$ cat src/hw/pci_cfg_pm_cfg.svh
// offsets, field positions and constant values of the config register bank
`ifndef PCI_CFG_PM_CFG_SVH
`define PCI_CFG_PM_CFG_SVH
`define OFS_CAP_PTR 8'h34
`define OFS_TIMING_INT 8'h3c
`define OFS_SCRATCH 8'h40
`define OFS_SIGNATURE 8'h80
`define OFS_PM_CAP 8'hc0
`define CAP_PTR_VALUE 8'hc0
`define INT_PIN_VALUE 8'h01
`define WAKE_SUPPORT_VALUE 5'h1f
`define AUX_CURRENT_VALUE 3'h2
`define PM_VERSION_VALUE 3'h2
`define NEXT_ITEM_VALUE 8'h00
`define CAP_ID_VALUE 8'h01
`define STATE_SUPPORT_VALUE 1'h1
`define SPECIAL_INIT_VALUE 1'h0
`define PM_SPARE_VALUE 1'h0
`define WAKE_CLOCK_VALUE 1'h0
`define LINE_LANE 0
`define SCRATCH_LANE 1
`define LINE_RESET 8'h00
`define SCRATCH_RESET 8'h00
`define TIMING_RESET 16'h0000
`define TIMING_UNIT_NS 250
`endif

$ cat src/hw/pci_cfg_pm_pkg.sv
// types for the configuration register bank
package pci_cfg_pm_pkg;
    typedef struct packed {
        logic [7:0] max_latency_value;
        logic [7:0] min_grant_value;
    } bus_timing_t;

    typedef struct packed {
        logic       write;
        logic [7:0] addr;
        logic [3:0] byte_en;
        logic [31:0] wdata;
    } cfg_req_t;
endpackage

$ cat src/hw/pci_config_pm_capability.sv
// configuration space bank: cap pointer, interrupt, scratch, signature, pm
//
// Notes on behaviour
// RULE_01 - bits 31:24 of 3ch give read-only max latency, 250 ns units
// RULE_02 - bits 23:16 of 3ch give read-only min grant, 250 ns units
// RULE_03 - both timing bytes load from eeprom at power-on or hardware reset
// RULE_04 - interrupt pin field always reads 01h, meaning INTA#
// RULE_05 - firmware writes interrupt line field; device keeps it read-write
// RULE_06 - scratch byte 15:8 at 40h is read-write, survives software reset
// RULE_07 - wake support field 31:27 reads 11111b
// RULE_08 - state two and state one support flags read 1
// RULE_09 - aux current field 24:22 reads 010b
// RULE_10 - special initialisation flag bit 21 reads 0
// RULE_11 - wake clock flag bit 19 reads 0
// RULE_12 - pm version field 18:16 reads 010b
// RULE_13 - next item pointer reads 00h, ending the list
// RULE_14 - capability identifier reads 01h
// RULE_15 - signature holds device id 31:16 and vendor id 15:0, read-only
// RULE_16 - capabilities pointer constant addresses the pm capability
// RULE_17 - reserved bits read zero and ignore writes
`timescale 1ns/1ps
`include "pci_cfg_pm_cfg.svh"
module pci_config_pm_capability #(
    // identity codes: arbitrary neutral values
    parameter logic [15:0] DEVICE_ID = 16'h0abc,
    parameter logic [15:0] VENDOR_ID = 16'h0def
) (
    input wire logic mclk,
    input wire logic srst,
    input wire logic soft_rst,
    input wire logic eeprom_valid,
    input wire pci_cfg_pm_pkg::bus_timing_t eeprom_timing,
    input wire logic cfg_valid,
    input wire pci_cfg_pm_pkg::cfg_req_t cfg_req,
    output logic [31:0] cfg_rdata,
    output logic cfg_ack,
    output logic [7:0] interrupt_line_field
);
    pci_cfg_pm_pkg::bus_timing_t timing;
    logic [7:0] scratch;
    logic [31:0] next_rdata;
    logic next_ack;
    wire hit_int;
    wire hit_scr;
    wire [31:0] sel_cap;
    wire [31:0] sel_int;
    wire [31:0] sel_scr;
    wire [31:0] sel_signature;
    wire [31:0] sel_pm;

    // request decode; a request lives for one mclk cycle only
    wire is_read = cfg_valid && !cfg_req.write;
    wire is_write = cfg_valid && cfg_req.write;
    wire [7:0] req_addr = cfg_req.addr;
    wire [3:0] req_lanes = cfg_req.byte_en;
    wire [31:0] req_data = cfg_req.wdata;

    // only 3ch and 40h take writes; everything else drops them
    wire wr_int = is_write && hit_int; // see RULE_05
    wire wr_scr = is_write && hit_scr; // see RULE_06

    // bus timing bytes, fetched once per hardware reset
    eeprom_capture capture_inst (
        .mclk(mclk),
        .srst(srst),
        .load_valid(eeprom_valid),
        .load_timing(eeprom_timing),
        .timing(timing)
    ); // see RULE_03

    // interrupt line byte in lane 0 of 3ch
    cfg_field_reg #(
        .LANE(`LINE_LANE),
        .RESET_VALUE(`LINE_RESET)
    ) line_reg_inst (
        .mclk(mclk),
        .srst(srst),
        .wr_en(wr_int),
        .byte_en(req_lanes),
        .wdata(req_data),
        .value(interrupt_line_field)
    ); // see RULE_05

    // scratch byte in lane 1 of 40h; soft_rst is kept away from it
    cfg_field_reg #(
        .LANE(`SCRATCH_LANE),
        .RESET_VALUE(`SCRATCH_RESET)
    ) scratch_reg_inst (
        .mclk(mclk),
        .srst(srst),
        .wr_en(wr_scr),
        .byte_en(req_lanes),
        .wdata(req_data),
        .value(scratch)
    ); // see RULE_06

    // timing and interrupt word fields
    wire [7:0] max_latency_value = timing.max_latency_value; // see RULE_01
    wire [7:0] min_grant_value = timing.min_grant_value; // see RULE_02
    wire [7:0] interrupt_pin_field = `INT_PIN_VALUE; // see RULE_04

    // power management capability fields, all fixed
    wire [4:0] wake_state_support = `WAKE_SUPPORT_VALUE; // see RULE_07
    wire state_two_support = `STATE_SUPPORT_VALUE; // see RULE_08
    wire state_one_support = `STATE_SUPPORT_VALUE; // see RULE_08
    wire [2:0] aux_current_field = `AUX_CURRENT_VALUE; // see RULE_09
    wire special_init_flag = `SPECIAL_INIT_VALUE; // see RULE_10
    wire pm_spare_bit = `PM_SPARE_VALUE; // see RULE_17
    wire wake_clock_flag = `WAKE_CLOCK_VALUE; // see RULE_11
    wire [2:0] pm_version_field = `PM_VERSION_VALUE; // see RULE_12
    wire [7:0] next_item_pointer = `NEXT_ITEM_VALUE; // see RULE_13
    wire [7:0] capability_identifier = `CAP_ID_VALUE; // see RULE_14

    // register words; reserved bits are tied to zero
    wire [31:0] cap_word = {
        24'h00_0000,
        `CAP_PTR_VALUE
    }; // see RULE_16

    wire [31:0] timing_word = {
        max_latency_value,
        min_grant_value,
        interrupt_pin_field,
        interrupt_line_field
    };

    wire [31:0] scratch_word = {
        16'h0000,
        scratch,
        8'h00
    }; // see RULE_17

    wire [31:0] signature_word = {
        DEVICE_ID,
        VENDOR_ID
    }; // see RULE_15

    wire [31:0] pm_word = {
        wake_state_support,
        state_two_support,
        state_one_support,
        aux_current_field,
        special_init_flag,
        pm_spare_bit,
        wake_clock_flag,
        pm_version_field,
        next_item_pointer,
        capability_identifier
    };

    // one slot per word; an unmapped offset hits nothing and reads zero
    cfg_word_slot #(
        .OFFSET(`OFS_CAP_PTR)
    ) cap_slot_inst (
        .addr(req_addr),
        .word(cap_word),
        .hit(),
        .sel(sel_cap)
    ); // see RULE_16

    cfg_word_slot #(
        .OFFSET(`OFS_TIMING_INT)
    ) int_slot_inst (
        .addr(req_addr),
        .word(timing_word),
        .hit(hit_int),
        .sel(sel_int)
    );

    cfg_word_slot #(
        .OFFSET(`OFS_SCRATCH)
    ) scratch_slot_inst (
        .addr(req_addr),
        .word(scratch_word),
        .hit(hit_scr),
        .sel(sel_scr)
    );

    cfg_word_slot #(
        .OFFSET(`OFS_SIGNATURE)
    ) signature_slot_inst (
        .addr(req_addr),
        .word(signature_word),
        .hit(),
        .sel(sel_signature)
    ); // see RULE_15

    cfg_word_slot #(
        .OFFSET(`OFS_PM_CAP)
    ) pm_slot_inst (
        .addr(req_addr),
        .word(pm_word),
        .hit(),
        .sel(sel_pm)
    );

    wire [31:0] sel_word = sel_cap | sel_int | sel_scr |
                           sel_signature | sel_pm;

    // writes and idle cycles return zero so the bus never sees stale data
    assign next_rdata = is_read ? sel_word : 32'h0000_0000; // see RULE_17
    assign next_ack = cfg_valid;

    cfg_response response_inst (
        .mclk(mclk),
        .srst(srst),
        .next_ack(next_ack),
        .next_rdata(next_rdata),
        .ack(cfg_ack),
        .rdata(cfg_rdata)
    );

    // soft_rst deliberately unused here: scratch must survive it
    wire unused_ok = soft_rst;
endmodule

// one writable byte of a config word, picked by its byte lane
module cfg_field_reg #(
    parameter int LANE = 0,
    parameter logic [7:0] RESET_VALUE = 8'h00
) (
    input wire logic mclk,
    input wire logic srst,
    input wire logic wr_en,
    input wire logic [3:0] byte_en,
    input wire logic [31:0] wdata,
    output logic [7:0] value
);
    // a write with this lane's enable low leaves the byte alone
    wire take = wr_en && byte_en[LANE];
    wire [7:0] lane_data = wdata[LANE*8 +: 8];

    always_ff @(posedge mclk) begin
        if (srst) begin
            value <= RESET_VALUE;
        end else if (take) begin
            value <= lane_data;
        end
    end
endmodule

// bus timing capture from the serial eeprom loader
module eeprom_capture (
    input wire logic mclk,
    input wire logic srst,
    input wire logic load_valid,
    input wire pci_cfg_pm_pkg::bus_timing_t load_timing,
    output pci_cfg_pm_pkg::bus_timing_t timing
);
    logic loaded;

    // only the first valid word after srst counts: a loader that keeps
    // its strobe up must not overwrite the bytes later
    wire take = load_valid && !loaded;

    always_ff @(posedge mclk) begin
        if (srst) begin
            loaded <= 1'h0;
        end else if (take) begin
            loaded <= 1'h1;
        end
    end

    always_ff @(posedge mclk) begin
        if (srst) begin
            timing <= `TIMING_RESET;
        end else if (take) begin
            timing <= load_timing; // see RULE_03
        end
    end
endmodule

// one register word on the read path, selected by its offset
module cfg_word_slot #(
    parameter logic [7:0] OFFSET = 8'h00
) (
    input wire logic [7:0] addr,
    input wire logic [31:0] word,
    output logic hit,
    output logic [31:0] sel
);
    assign hit = addr == OFFSET;
    assign sel = hit ? word : 32'h0000_0000;
endmodule

// registered answer: ack and read data stand for one cycle
module cfg_response (
    input wire logic mclk,
    input wire logic srst,
    input wire logic next_ack,
    input wire logic [31:0] next_rdata,
    output logic ack,
    output logic [31:0] rdata
);
    always_ff @(posedge mclk) begin
        if (srst) begin
            ack <= 1'h0;
        end else begin
            ack <= next_ack;
        end
    end

    always_ff @(posedge mclk) begin
        if (srst) begin
            rdata <= 32'h0000_0000;
        end else begin
            rdata <= next_rdata;
        end
    end
endmodule

$ cat config.mk
export PLATFORM = sky130hd
export DESIGN_NAME = pci_config_pm_capability
export DESIGN_NICKNAME = d
export VERILOG_FILES = /design/src/hw/pci_cfg_pm_pkg.sv /design/src/hw/pci_config_pm_capability.sv
export VERILOG_INCLUDE_DIRS = /design/src /design/src/hw
export SDC_FILE = /design/constraint.sdc
export NUM_CORES = 1
export LEC_CHECK = 0
export BUFFER_PORTS_ARGS = -buffer_cell sky130_fd_sc_hd__buf_2
export CAP_MARGIN = 25
export CORE_UTILIZATION = 37
export DETAILED_ROUTE_END_ITERATION = 10
export MAX_ROUTING_LAYER = met4
export PLACE_DENSITY = 0.72
export SLEW_MARGIN = 30
export SYNTH_ARGS = -nofsm -noshare
export SYNTH_HDL_FRONTEND = slang
export SYNTH_SLANG_ARGS = --single-unit
$ cat constraint.sdc
create_clock -name mclk -period 2 [get_ports mclk]
set_input_delay 0 -clock mclk [delete_from_list [all_inputs] [get_ports mclk]]
set_output_delay 0 -clock mclk [all_outputs]
set_load 0.005 [all_outputs]
==> results of run 1 <==
## what timing repair did
action                                  in CTS  in global routing
endpoints found under the setup margin       0                  0
hold buffers                                35                  0
hold endpoints to repair                    36                  0
## worst paths after layout
| path | to | startpoint | slack (ns) |
|---|---|---|---|
| setup / recovery | response_inst.rdata[17] | cfg_valid | 0.19 |
| hold / removal | scratch_reg_inst.value[5] | cfg_req[43] | 0.07 |
| setup reg to reg | capture_inst.timing[11] | capture_inst.loaded | 0.82 |
| hold reg to reg | response_inst.rdata[28] | capture_inst.timing[12] | 0.45 |
## cell families after synthesis
group                  share of synthesized area
and+or+nand+nor                            0.230
DFF                                        0.555
AOI/OAI and AO/OA                          0.140
buffers and inverters                     0.0415
muxes                                     0.0336
## critical path: cells and delay by family
kind / cells / cell delay [ns]
AO/OA/AOI/OAI: 1 / 0.21
AND/OR/NAND/NOR: 2 / 1.18
buffers and inverters: 2 / 0.67
## metal layers
| layer | up-vias | global-route usage | routed length [um] |
|---|---|---|---|
| met2 | 56 | 0.312 | 2910 |
| met3 | 12 | 0.0484 | 263 |
| li1 | 1090 | - | - |
| met1 | 962 | 0.204 | 2530 |
| met5 | - | - | 0 |
| met4 | 0 | 0.107 | 125 |
## cells in the final DEF, fill, tap and decap left out, types with 2 or more instances in the layout
| master | instances |
|---|---|
| buf_4 | 6 |
| nor4_2 | 2 |
| inv_1 | 11 |
| o21ai_1 | 8 |
| o31ai_1 | 8 |
| clkbuf_1 | 2 |
| mux2i_1 | 8 |
| nor2b_1 | 2 |
| a21oi_1 | 24 |
| and2_1 | 9 |
| dfxtp_1 | 66 |
| buf_2 | 87 |
| a21o_1 | 10 |
| or4_1 | 2 |
| o22ai_1 | 2 |
| nand4_1 | 10 |
| nand2b_1 | 17 |
| dlygate4sd3_1 | 35 |
| nand3_1 | 2 |
| nand2_1 | 32 |
| clkbuf_8 | 11 |
| nor3b_1 | 2 |
| o21ai_2 | 2 |
| nor2_1 | 4 |
| nor4b_2 | 2 |
## stage by stage
stage	setup slack, ns	hold slack, ns
3_5_place_dp	0.371	0.243
5_1_grt	0.109	0.0830
2_1_floorplan	0.726	0.114
6_report	0.193	0.0680
3_3_place_gp	0.388	0.232
4_1_cts	0.193	0.0609
## layout make-up
cell class,instances,area share
Clock buffer,13,0.0466
Inverter,11,0.0121
Multi-Input combinational cell,155,0.282
Timing Repair Buffer,128,0.244
Tap cell,75,0.0275
Sequential cell,66,0.388
## power by group through the flow
stage | clock (mW) | sequential [mW] | combinational [mW]
2_1_floorplan | 0 | 1.37 | 0.0763
3_3_place_gp | 0 | 1.37 | 0.147
3_5_place_dp | 0 | 1.37 | 0.149
4_1_cts | 0.962 | 1.34 | 0.202
5_1_grt | 1.03 | 1.35 | 0.224
6_report | 0.943 | 1.34 | 0.202
## state kept, by name (all words and copies together), names as in the netlist
signal                  count
response_inst.rdata        32
capture_inst.timing        16
line_reg_inst.value         8
scratch_reg_inst.value      8
capture_inst.loaded         1
response_inst.ack           1
==> qor.yml, run 1 <==
status:
  outcome: "completed"
clocking:
  numCtsBuffers: 9
  clk_latency_ns: 0.33
  htree_levels: 3
  cts_tree: "built"
  cts_resized: 0
  clock_path_buffers: 2
  cts-root-buf: "clkbuf_8"
  post-cts-setup-buffer-count: 0
  cts.sinks: 66
  clk_pin_slew_ns: 0.07
finish:
  antenna_cells: 0
  multi_input_comb_area_um2: 962
  seq_area_um2: 1320
  utilization: 0.562
  areaGrowthSynthToFinish_pct: 43.1
  fin_cells: 448
  nets: 437
  stdcell_area_um2: 3410
  nFillCells: 572
  drive_above_1_share: 0.306
place:
  dpl.cell_count: 400
  placed_cell_area_um2: 2900
  port_buffers: 87
  gp_congestion: 0.761
  hpwlAfterDp_mm: 3.83
sta:
  slew_viol_final: 0
  period_minus_slack_ns: 1.81
  final.setup_skew_ns: 0.00810
  post-route-period-util: 0.904
  hold_viol_final: 0
  tightestPinTransition_ns: 0.678
  slew_headroom: 0.547
  fmax_mhz: 553
  setup_tns_ns: 0
  rsz0062_at_grt: "no"
  finalSetupViolCount: 0
power_and_ir_drop:
  powerDensity_nw_per_um2: 730
  p_total_mw: 2.49
  switchingPower_uw: 544
  p_int_mw: 1.95
  ir_worst_vdd_v: 0.000407
  p_leak_nw: 1.56
  power_frac_comb: 0.081
  power_frac_seq: 0.540
  switching_share: 0.219
  clockPowerShare: 0.379
global_routing:
  grt_pass1_wl_mm: 9.03
  grt_overflow: 0
  grt_pass1_vias: 1987
  grt_max_degree: 44
  grt_usage: 0.188
  antenna_found_initial: 0
synth:
  synth_edf_count: 0
  ys.flop_type: "dfxtp_1"
  synthMostInstantiatedCell: "dfxtp_1"
  ys_ff_latch: 66
  yosys.area.top_type: "dfxtp_1"
  syn-num-nets: 312
  netlist_area_um2: 2380
  avgSynthCellArea_um2: 9.68
  ys_seq_area_frac: 0.555
  yosysWarnings: 0
  synth_top_cell_area_share: 0.555
  synth_commonest_cells: "dfxtp_1 (66), nand2_1 (32), a21oi_1 (24)"
  ys_top_cells_by_area: "dfxtp_1 (55%), a21oi_1 (5.0%), nand2_1 (5.0%), nand2b_1 (4.5%), mux2i_1 (3.4%)"
  syn_inst: 246
  synth_cell_types: 32
  async_reset_ff_frac: 0
route:
  finalWirelength_mm: 5.83
  drt_iter0_drc: 91
  avgViaCountPerCell: 4.73
  via_count: 2120
  ant_nets: 0
  drc: 0
  drt_pass1_iterations: 4
  wire_per_inst_um: 13.0
critical_path:
  cp_slowest_cell: "or4_1"
  setup.worst_path.class: "in2reg"
  cp-end-kind: "register"
  crit_path_cell_trace: "dlygate4sd3_1 > buf_2 > or3b_4 > or4_1 > o21ai_1"
  start_kind: "input pin"
  cp_max_fo: 10
  worstPathArrival_ns: 2.06
  cp_data_required_time_ns: 2.25
  slowest_delay_ns: 0.75
  r2r_cells: 3
floorplan:
  fp.dieH_um: 82.2
  die_area_um2: 6760
  core_area_um2: 6060
  fp.dieW_um: 82.2
  rows: 28
  ios: 107
  initial_utilization: 0.393
flow_run:
  cap_violations: 0
hold_path:
  hold_class: "in2reg"
  hold_depth: 4
Note: power is estimated with default switching activity, not from simulation.
==> inputs of run 2 (changes only) <==
--- a/config.mk
+++ b/config.mk
@@ -8,10 +8,10 @@
 export LEC_CHECK = 0
 export BUFFER_PORTS_ARGS = -buffer_cell sky130_fd_sc_hd__buf_2
 export CAP_MARGIN = 25
-export CORE_UTILIZATION = 37
+export CORE_UTILIZATION = 45
 export DETAILED_ROUTE_END_ITERATION = 10
 export MAX_ROUTING_LAYER = met4
-export PLACE_DENSITY = 0.72
+export PLACE_DENSITY = 0.84
 export SLEW_MARGIN = 30
 export SYNTH_ARGS = -nofsm -noshare
 export SYNTH_HDL_FRONTEND = slang
==> run 2 against run 1 <==
Net effect: clock power up 20%; combinational power barely moved; highest routed layer unchanged; clock skew is 0.0042 ns lower; non-clock buffer count is 1 lower.
==> qor.yml, run 2 (synthesis results as in run 1) <==
power_and_ir_drop:
  p_leak_nw: 1.58  # +1.2%
  powerDensity_nw_per_um2: 778  # +6.6%
  ir_worst_vdd_v: 0.000540  # +33%
global_routing:
  grt_pass1_wl_mm: 9.05  # +0.22%
  antenna_found_initial: 0  # unchanged
  grt_usage: 0.227  # +0.0394
  grt_overflow: 0  # unchanged
  grt_max_degree: 44  # unchanged
  grt_pass1_vias: 2070  # +4.2%
finish:
  drive_above_1_share: 0.310  # +0.00453
  nets: 436  # -0.23%
  final_common_cell: "buf_2"
  antenna_cells: 0  # unchanged
  largest_reg_flops: 32  # unchanged
  utilization: 0.673  # +0.111
  final_cell_mix: "buf_2 (87), dfxtp_1 (66), dlygate4sd3_1 (35)"
  top_register: "response_inst.rdata"
  reg.largest.list: "response_inst.rdata x32, capture_inst.timing x16"
  areaGrowthSynthToFinish_pct: 44.4
critical_path:
  cp_max_fo: 10  # unchanged
  cp_data_required_time_ns: 2.26  # about the same
  start_kind: "input pin"
  worstPathArrival_ns: 2.06  # about the same
  setup.worst_path.class: "in2reg"
  startpoint: "cfg_valid"
  rr_startpoint: "capture_inst.loaded"
  worst-r2r-setup-slack_ns: 0.80  # -0.02 ns
  cp-end-kind: "register"
floorplan:
  fp.dieH_um: 74.8  # -9.1%
  ios: 107  # unchanged
  rows: 26  # -7.1%
  fp.dieW_um: 74.8  # -9.1%
  die_area_um2: 5590  # -17%
  initial_utilization: 0.466  # +0.0734
  core_area_um2: 5110  # -16%
place:
  port_buffers: 87  # unchanged
  gp_congestion: 0.751  # -1.3%
  hpwlAfterDp_mm: 3.65  # -4.7%
route:
  via_count: 2163  # +2.0%
  drc: 0  # unchanged
  ant_nets: 0  # unchanged
  avgViaCountPerCell: 4.87  # +2.9%
  drt_pass1_iterations: 4  # unchanged
  wire_per_inst_um: 13.0  # -0.36%
  drt_iter0_drc: 71  # -22%
  finalWirelength_mm: 5.76  # -1.3%
flow_run:
  cap_violations: 0  # unchanged
sta:
  tightestPinTransition_ns: 0.703  # +0.0251 ns
  slew_viol_final: 0  # unchanged
  fmax_mhz: 555  # +0.25%
  rsz0062_at_grt: "no"
  period_minus_slack_ns: 1.80  # -0.00443 ns
  hold_viol_final: 0  # unchanged
  slew_headroom: 0.530  # -0.0168
  setup_tns_ns: 0  # unchanged
  post-route-period-util: 0.901  # -0.00222
  final.setup_skew_ns: 0.00392  # -0.00418 ns
  finalSetupViolCount: 0  # unchanged
clocking:
  numCtsBuffers: 9  # unchanged
  clk_pin_slew_ns: 0.06  # about the same
  clk_latency_ns: 0.33  # about the same
  htree_levels: 3  # unchanged
  cts.sinks: 66  # unchanged
  cts-root-buf: "clkbuf_8"
  clock_path_buffers: 2  # unchanged
  cts_tree: "built"
  post-cts-setup-buffer-count: 0  # unchanged
hold_path:
  hold_class: "in2reg"
  holdCritStartpoint: "cfg_req[43]"
status:
  outcome: "completed"
==> run 2: path summary, 6_finish.rpt <==
kind	cells after the start	to
max reg2reg	4	capture_inst.timing[13]
min	4	scratch_reg_inst.value[7]
max	5	response_inst.rdata[27]
min reg2reg	2	capture_inst.timing[8]
==> run 2: area by class of cell <==
| cell class | instances | area [um^2] |
|---|---|---|
| Tap cell | 70 | 87.6 |
| Fill cell | 453 | 1670 |
| Inverter | 11 | 41.3 |
| Sequential cell | 66 | 1320 |
| Timing Repair Buffer | 127 | 823 |
| Clock inverter | 2 | 35.0 |
| Multi-Input combinational cell | 155 | 962 |
| Clock buffer | 13 | 169 |
==> run 2: per-stage QoR <==
step	instances	hold slack, ns	cell area (um^2)	setup slack, ns	total power, mW
detailed placement	394	0.239	2890	0.381	1.52
floorplan	246	0.114	2380	0.726	1.45
finish	444	0.0816	3440	0.197	2.68
global route	444	0.0942	3440	0.114	2.78
global placement	394	0.232	2890	0.416	1.52
CTS	444	0.0652	3440	0.193	2.70
==> run 2: worst max-delay path, stage by stage <==
cell and delay (ns):
dlygate4sd3_1 0.52, buf_2 0.16, or3b_4 0.43, or4_1 0.73, o21ai_1 0.21
==> run 2: power breakdown <==
part | switching, mW | leakage, nW | internal [mW]
combinational | 0.0916 | 0.942 | 0.111
clock | 0.460 | 0.106 | 0.670
sequential | 0.00957 | 0.534 | 1.34
==> run 2: routing by layer <==
metal / vias up / track usage / share of wire
li1: 1092 / - / -
met3: 15 / 0.0535 / 0.049
met5: - / - / 0
met4: 0 / 0.115 / 0.022
met2: 73 / 0.400 / 0.53
met1: 983 / 0.236 / 0.40
==> run 2: what timing repair did <==
item | in CTS | in global routing
resized for setup | 0 | 0
hold buffers | 35 | 0
endpoints found under the hold margin | 36 | 0
==> inputs of run 3 (changes only) <==
--- a/config.mk
+++ b/config.mk
@@ -12,6 +12,7 @@
 export DETAILED_ROUTE_END_ITERATION = 10
 export MAX_ROUTING_LAYER = met4
 export PLACE_DENSITY = 0.84
+export SETUP_SLACK_MARGIN = 0.2
 export SLEW_MARGIN = 30
 export SYNTH_ARGS = -nofsm -noshare
 export SYNTH_HDL_FRONTEND = slang
==> run 3 against run 2 <==
Net effect: non-clock buffer count unchanged; total power about the same; cell area up 0.11%; wire length up 0.45%; largest power group unchanged; clock power about the same; register-to-register slack about the same; first-iteration DRC count up 21%; fmax up 7.7%; global-route usage up 0.18 points; largest cell class unchanged; critical path depth unchanged.
==> qor.yml, run 3 (synthesis results as in run 1) <==
finish:
  areaGrowthSynthToFinish_pct: 44.5
  reg.largest.list: "response_inst.rdata x32, capture_inst.timing x16"
  drive_above_1_share: 0.313  # +0.00267
  final_cell_mix: "buf_2 (87), dfxtp_1 (66), dlygate4sd3_1 (35)"
  top_register: "response_inst.rdata"
  utilization: 0.674  # +0.000735
  nets: 436  # unchanged
  antenna_cells: 0  # unchanged
  fin_cells: 444  # unchanged
  final_common_cell: "buf_2"
  largest_reg_flops: 32  # unchanged
  nFillCells: 451  # -0.44%
power_and_ir_drop:
  ir_worst_vdd_v: 0.000545  # +1.1%
  powerDensity_nw_per_um2: 778  # about the same
  p_leak_nw: 1.58  # +0.10%
clocking:
  cts-root-buf: "clkbuf_8"
  clk_pin_slew_ns: 0.06  # about the same
  htree_levels: 3  # unchanged
  clock_path_buffers: 2  # unchanged
  cts.sinks: 66  # unchanged
  numCtsBuffers: 9  # unchanged
  clk_latency_ns: 0.33  # about the same
  cts_tree: "built"
place:
  gp_congestion: 0.751  # unchanged
  port_buffers: 87  # unchanged
  dpl.cell_count: 394  # unchanged
  hpwlAfterDp_mm: 3.65  # unchanged
critical_path:
  rr_startpoint: "capture_inst.loaded"
  start_kind: "input pin"
  cp_top_family: "simple AND/OR/NAND/NOR gates"
  cp-end-kind: "register"
  cp_max_fo: 9  # -1
  slowest_delay_ns: 0.64  # -0.09 ns
  crit_path_cell_trace: "dlygate4sd3_1 > buf_2 > or4b_1 > nor3_2 > and2_1"
  cp_num_buf_inv: 2  # unchanged
  startpoint: "cfg_req[42]"
  setup.worst_path.class: "in2reg"
  cp_data_required_time_ns: 2.28  # +0.02 ns
  cp_slowest_cell: "or4b_1"
  worstPathArrival_ns: 1.95  # -0.11 ns
route:
  avgViaCountPerCell: 4.86  # -0.32%
  via_count: 2156  # -0.32%
  ant_nets: 0  # unchanged
  wire_per_inst_um: 13.0  # +0.45%
  finalWirelength_mm: 5.79  # +0.45%
  drt_pass1_iterations: 4  # unchanged
  drt_iter0_drc: 86  # +21%
  drc: 0  # unchanged
global_routing:
  grt_usage: 0.229  # +0.00176
  grt_overflow: 0  # unchanged
  antenna_found_initial: 0  # unchanged
  grt_pass1_vias: 2085  # +0.72%
  grt_max_degree: 44  # unchanged
  grt_pass1_wl_mm: 9.14  # +1.1%
floorplan:
  initial_utilization: 0.466  # unchanged
  ios: 107  # unchanged
  core_area_um2: 5110  # unchanged
  rows: 26  # unchanged
  fp.dieH_um: 74.8  # unchanged
  die_area_um2: 5590  # unchanged
  fp.dieW_um: 74.8  # unchanged
sta:
  slew_viol_final: 0  # unchanged
  post-route-period-util: 0.837  # -0.0641
  final.setup_skew_ns: 0.00370  # -0.000223 ns
  rsz0062_at_grt: "no"
  finalSetupViolCount: 0  # unchanged
  slew_headroom: 0.531  # about the same
  holdWs_ns: 0.0817  # +0.000144 ns
  tightestPinTransition_ns: 0.702  # -0.000750 ns
  hold_viol_final: 0  # unchanged
  period_minus_slack_ns: 1.67  # -0.128 ns
  fmax_mhz: 597  # +7.7%
  setup_tns_ns: 0  # unchanged
hold_path:
  hold_class: "in2reg"
  holdCritStartpoint: "cfg_req[43]"
status:
  outcome: "completed"
flow_run:
  cap_violations: 0  # unchanged
==> run 3: cell counts in the layout (fill, tap and decap cells not counted) <==
No cell type changed its count.
==> run 3: report_power, final <==
| part | internal, mW | total, mW | switching, mW |
|---|---|---|---|
| clock network | 0.670 | 1.13 | 0.461 |
| registers | 1.34 | 1.34 | 0.00955 |
| logic | 0.111 | 0.203 | 0.0920 |
==> run 3: layer usage <==
metal  up-vias  track usage  wire length (um)
li1       1093            -                 -
met1       976        0.237              2280
met2        71        0.403              3090
met3        16       0.0549               278
met4         0        0.115               133
met5         -            -                 0
==> run 3: cell type report <==
cell class | count | area [um^2] | share of cell area
Clock buffer | 13 | 169 | 0.0491
Clock inverter | 2 | 35.0 | 0.0102
Inverter | 11 | 41.3 | 0.0120
Multi-Input combinational cell | 155 | 966 | 0.281
Sequential cell | 66 | 1320 | 0.384
Tap cell | 70 | 87.6 | 0.0254
Timing Repair Buffer | 127 | 823 | 0.239
==> run 3: what timing repair did <==
| action | 4_1_cts | 5_1_grt |
|---|---|---|
| hold buffers | 35 | 0 |
| resized for setup | 0 | 1 |
| setup endpoints to repair | 0 | 10 |
| endpoints found under the hold margin | 36 | 0 |
| setup buffers | 0 | 0 |
==> run 3: final timing paths <==
kind              slack (ns)  cells after the start                         to
setup reg to reg        0.80                      4    capture_inst.timing[13]
hold / removal          0.08                      4  scratch_reg_inst.value[6]
hold reg to reg         0.45                      2     capture_inst.timing[8]
setup / recovery        0.33                      5    response_inst.rdata[13]
==> run 3: metrics by stage <==
stage / power (mW) / setup WS [ns] / cell area, um^2
detailed placement: 1.52 / 0.381 / 2890
global route: 2.79 / 0.203 / 3440
global placement: 1.52 / 0.416 / 2890
CTS: 2.70 / 0.249 / 3440
finish: 2.68 / 0.326 / 3440
floorplan: 1.45 / 0.726 / 2380
==> run 3: worst min-delay path, cell delays in order <==
cell and delay (ns):
buf_2 0.11, nor4b_2 0.09, nand4_1 0.10, a21oi_1 0.06
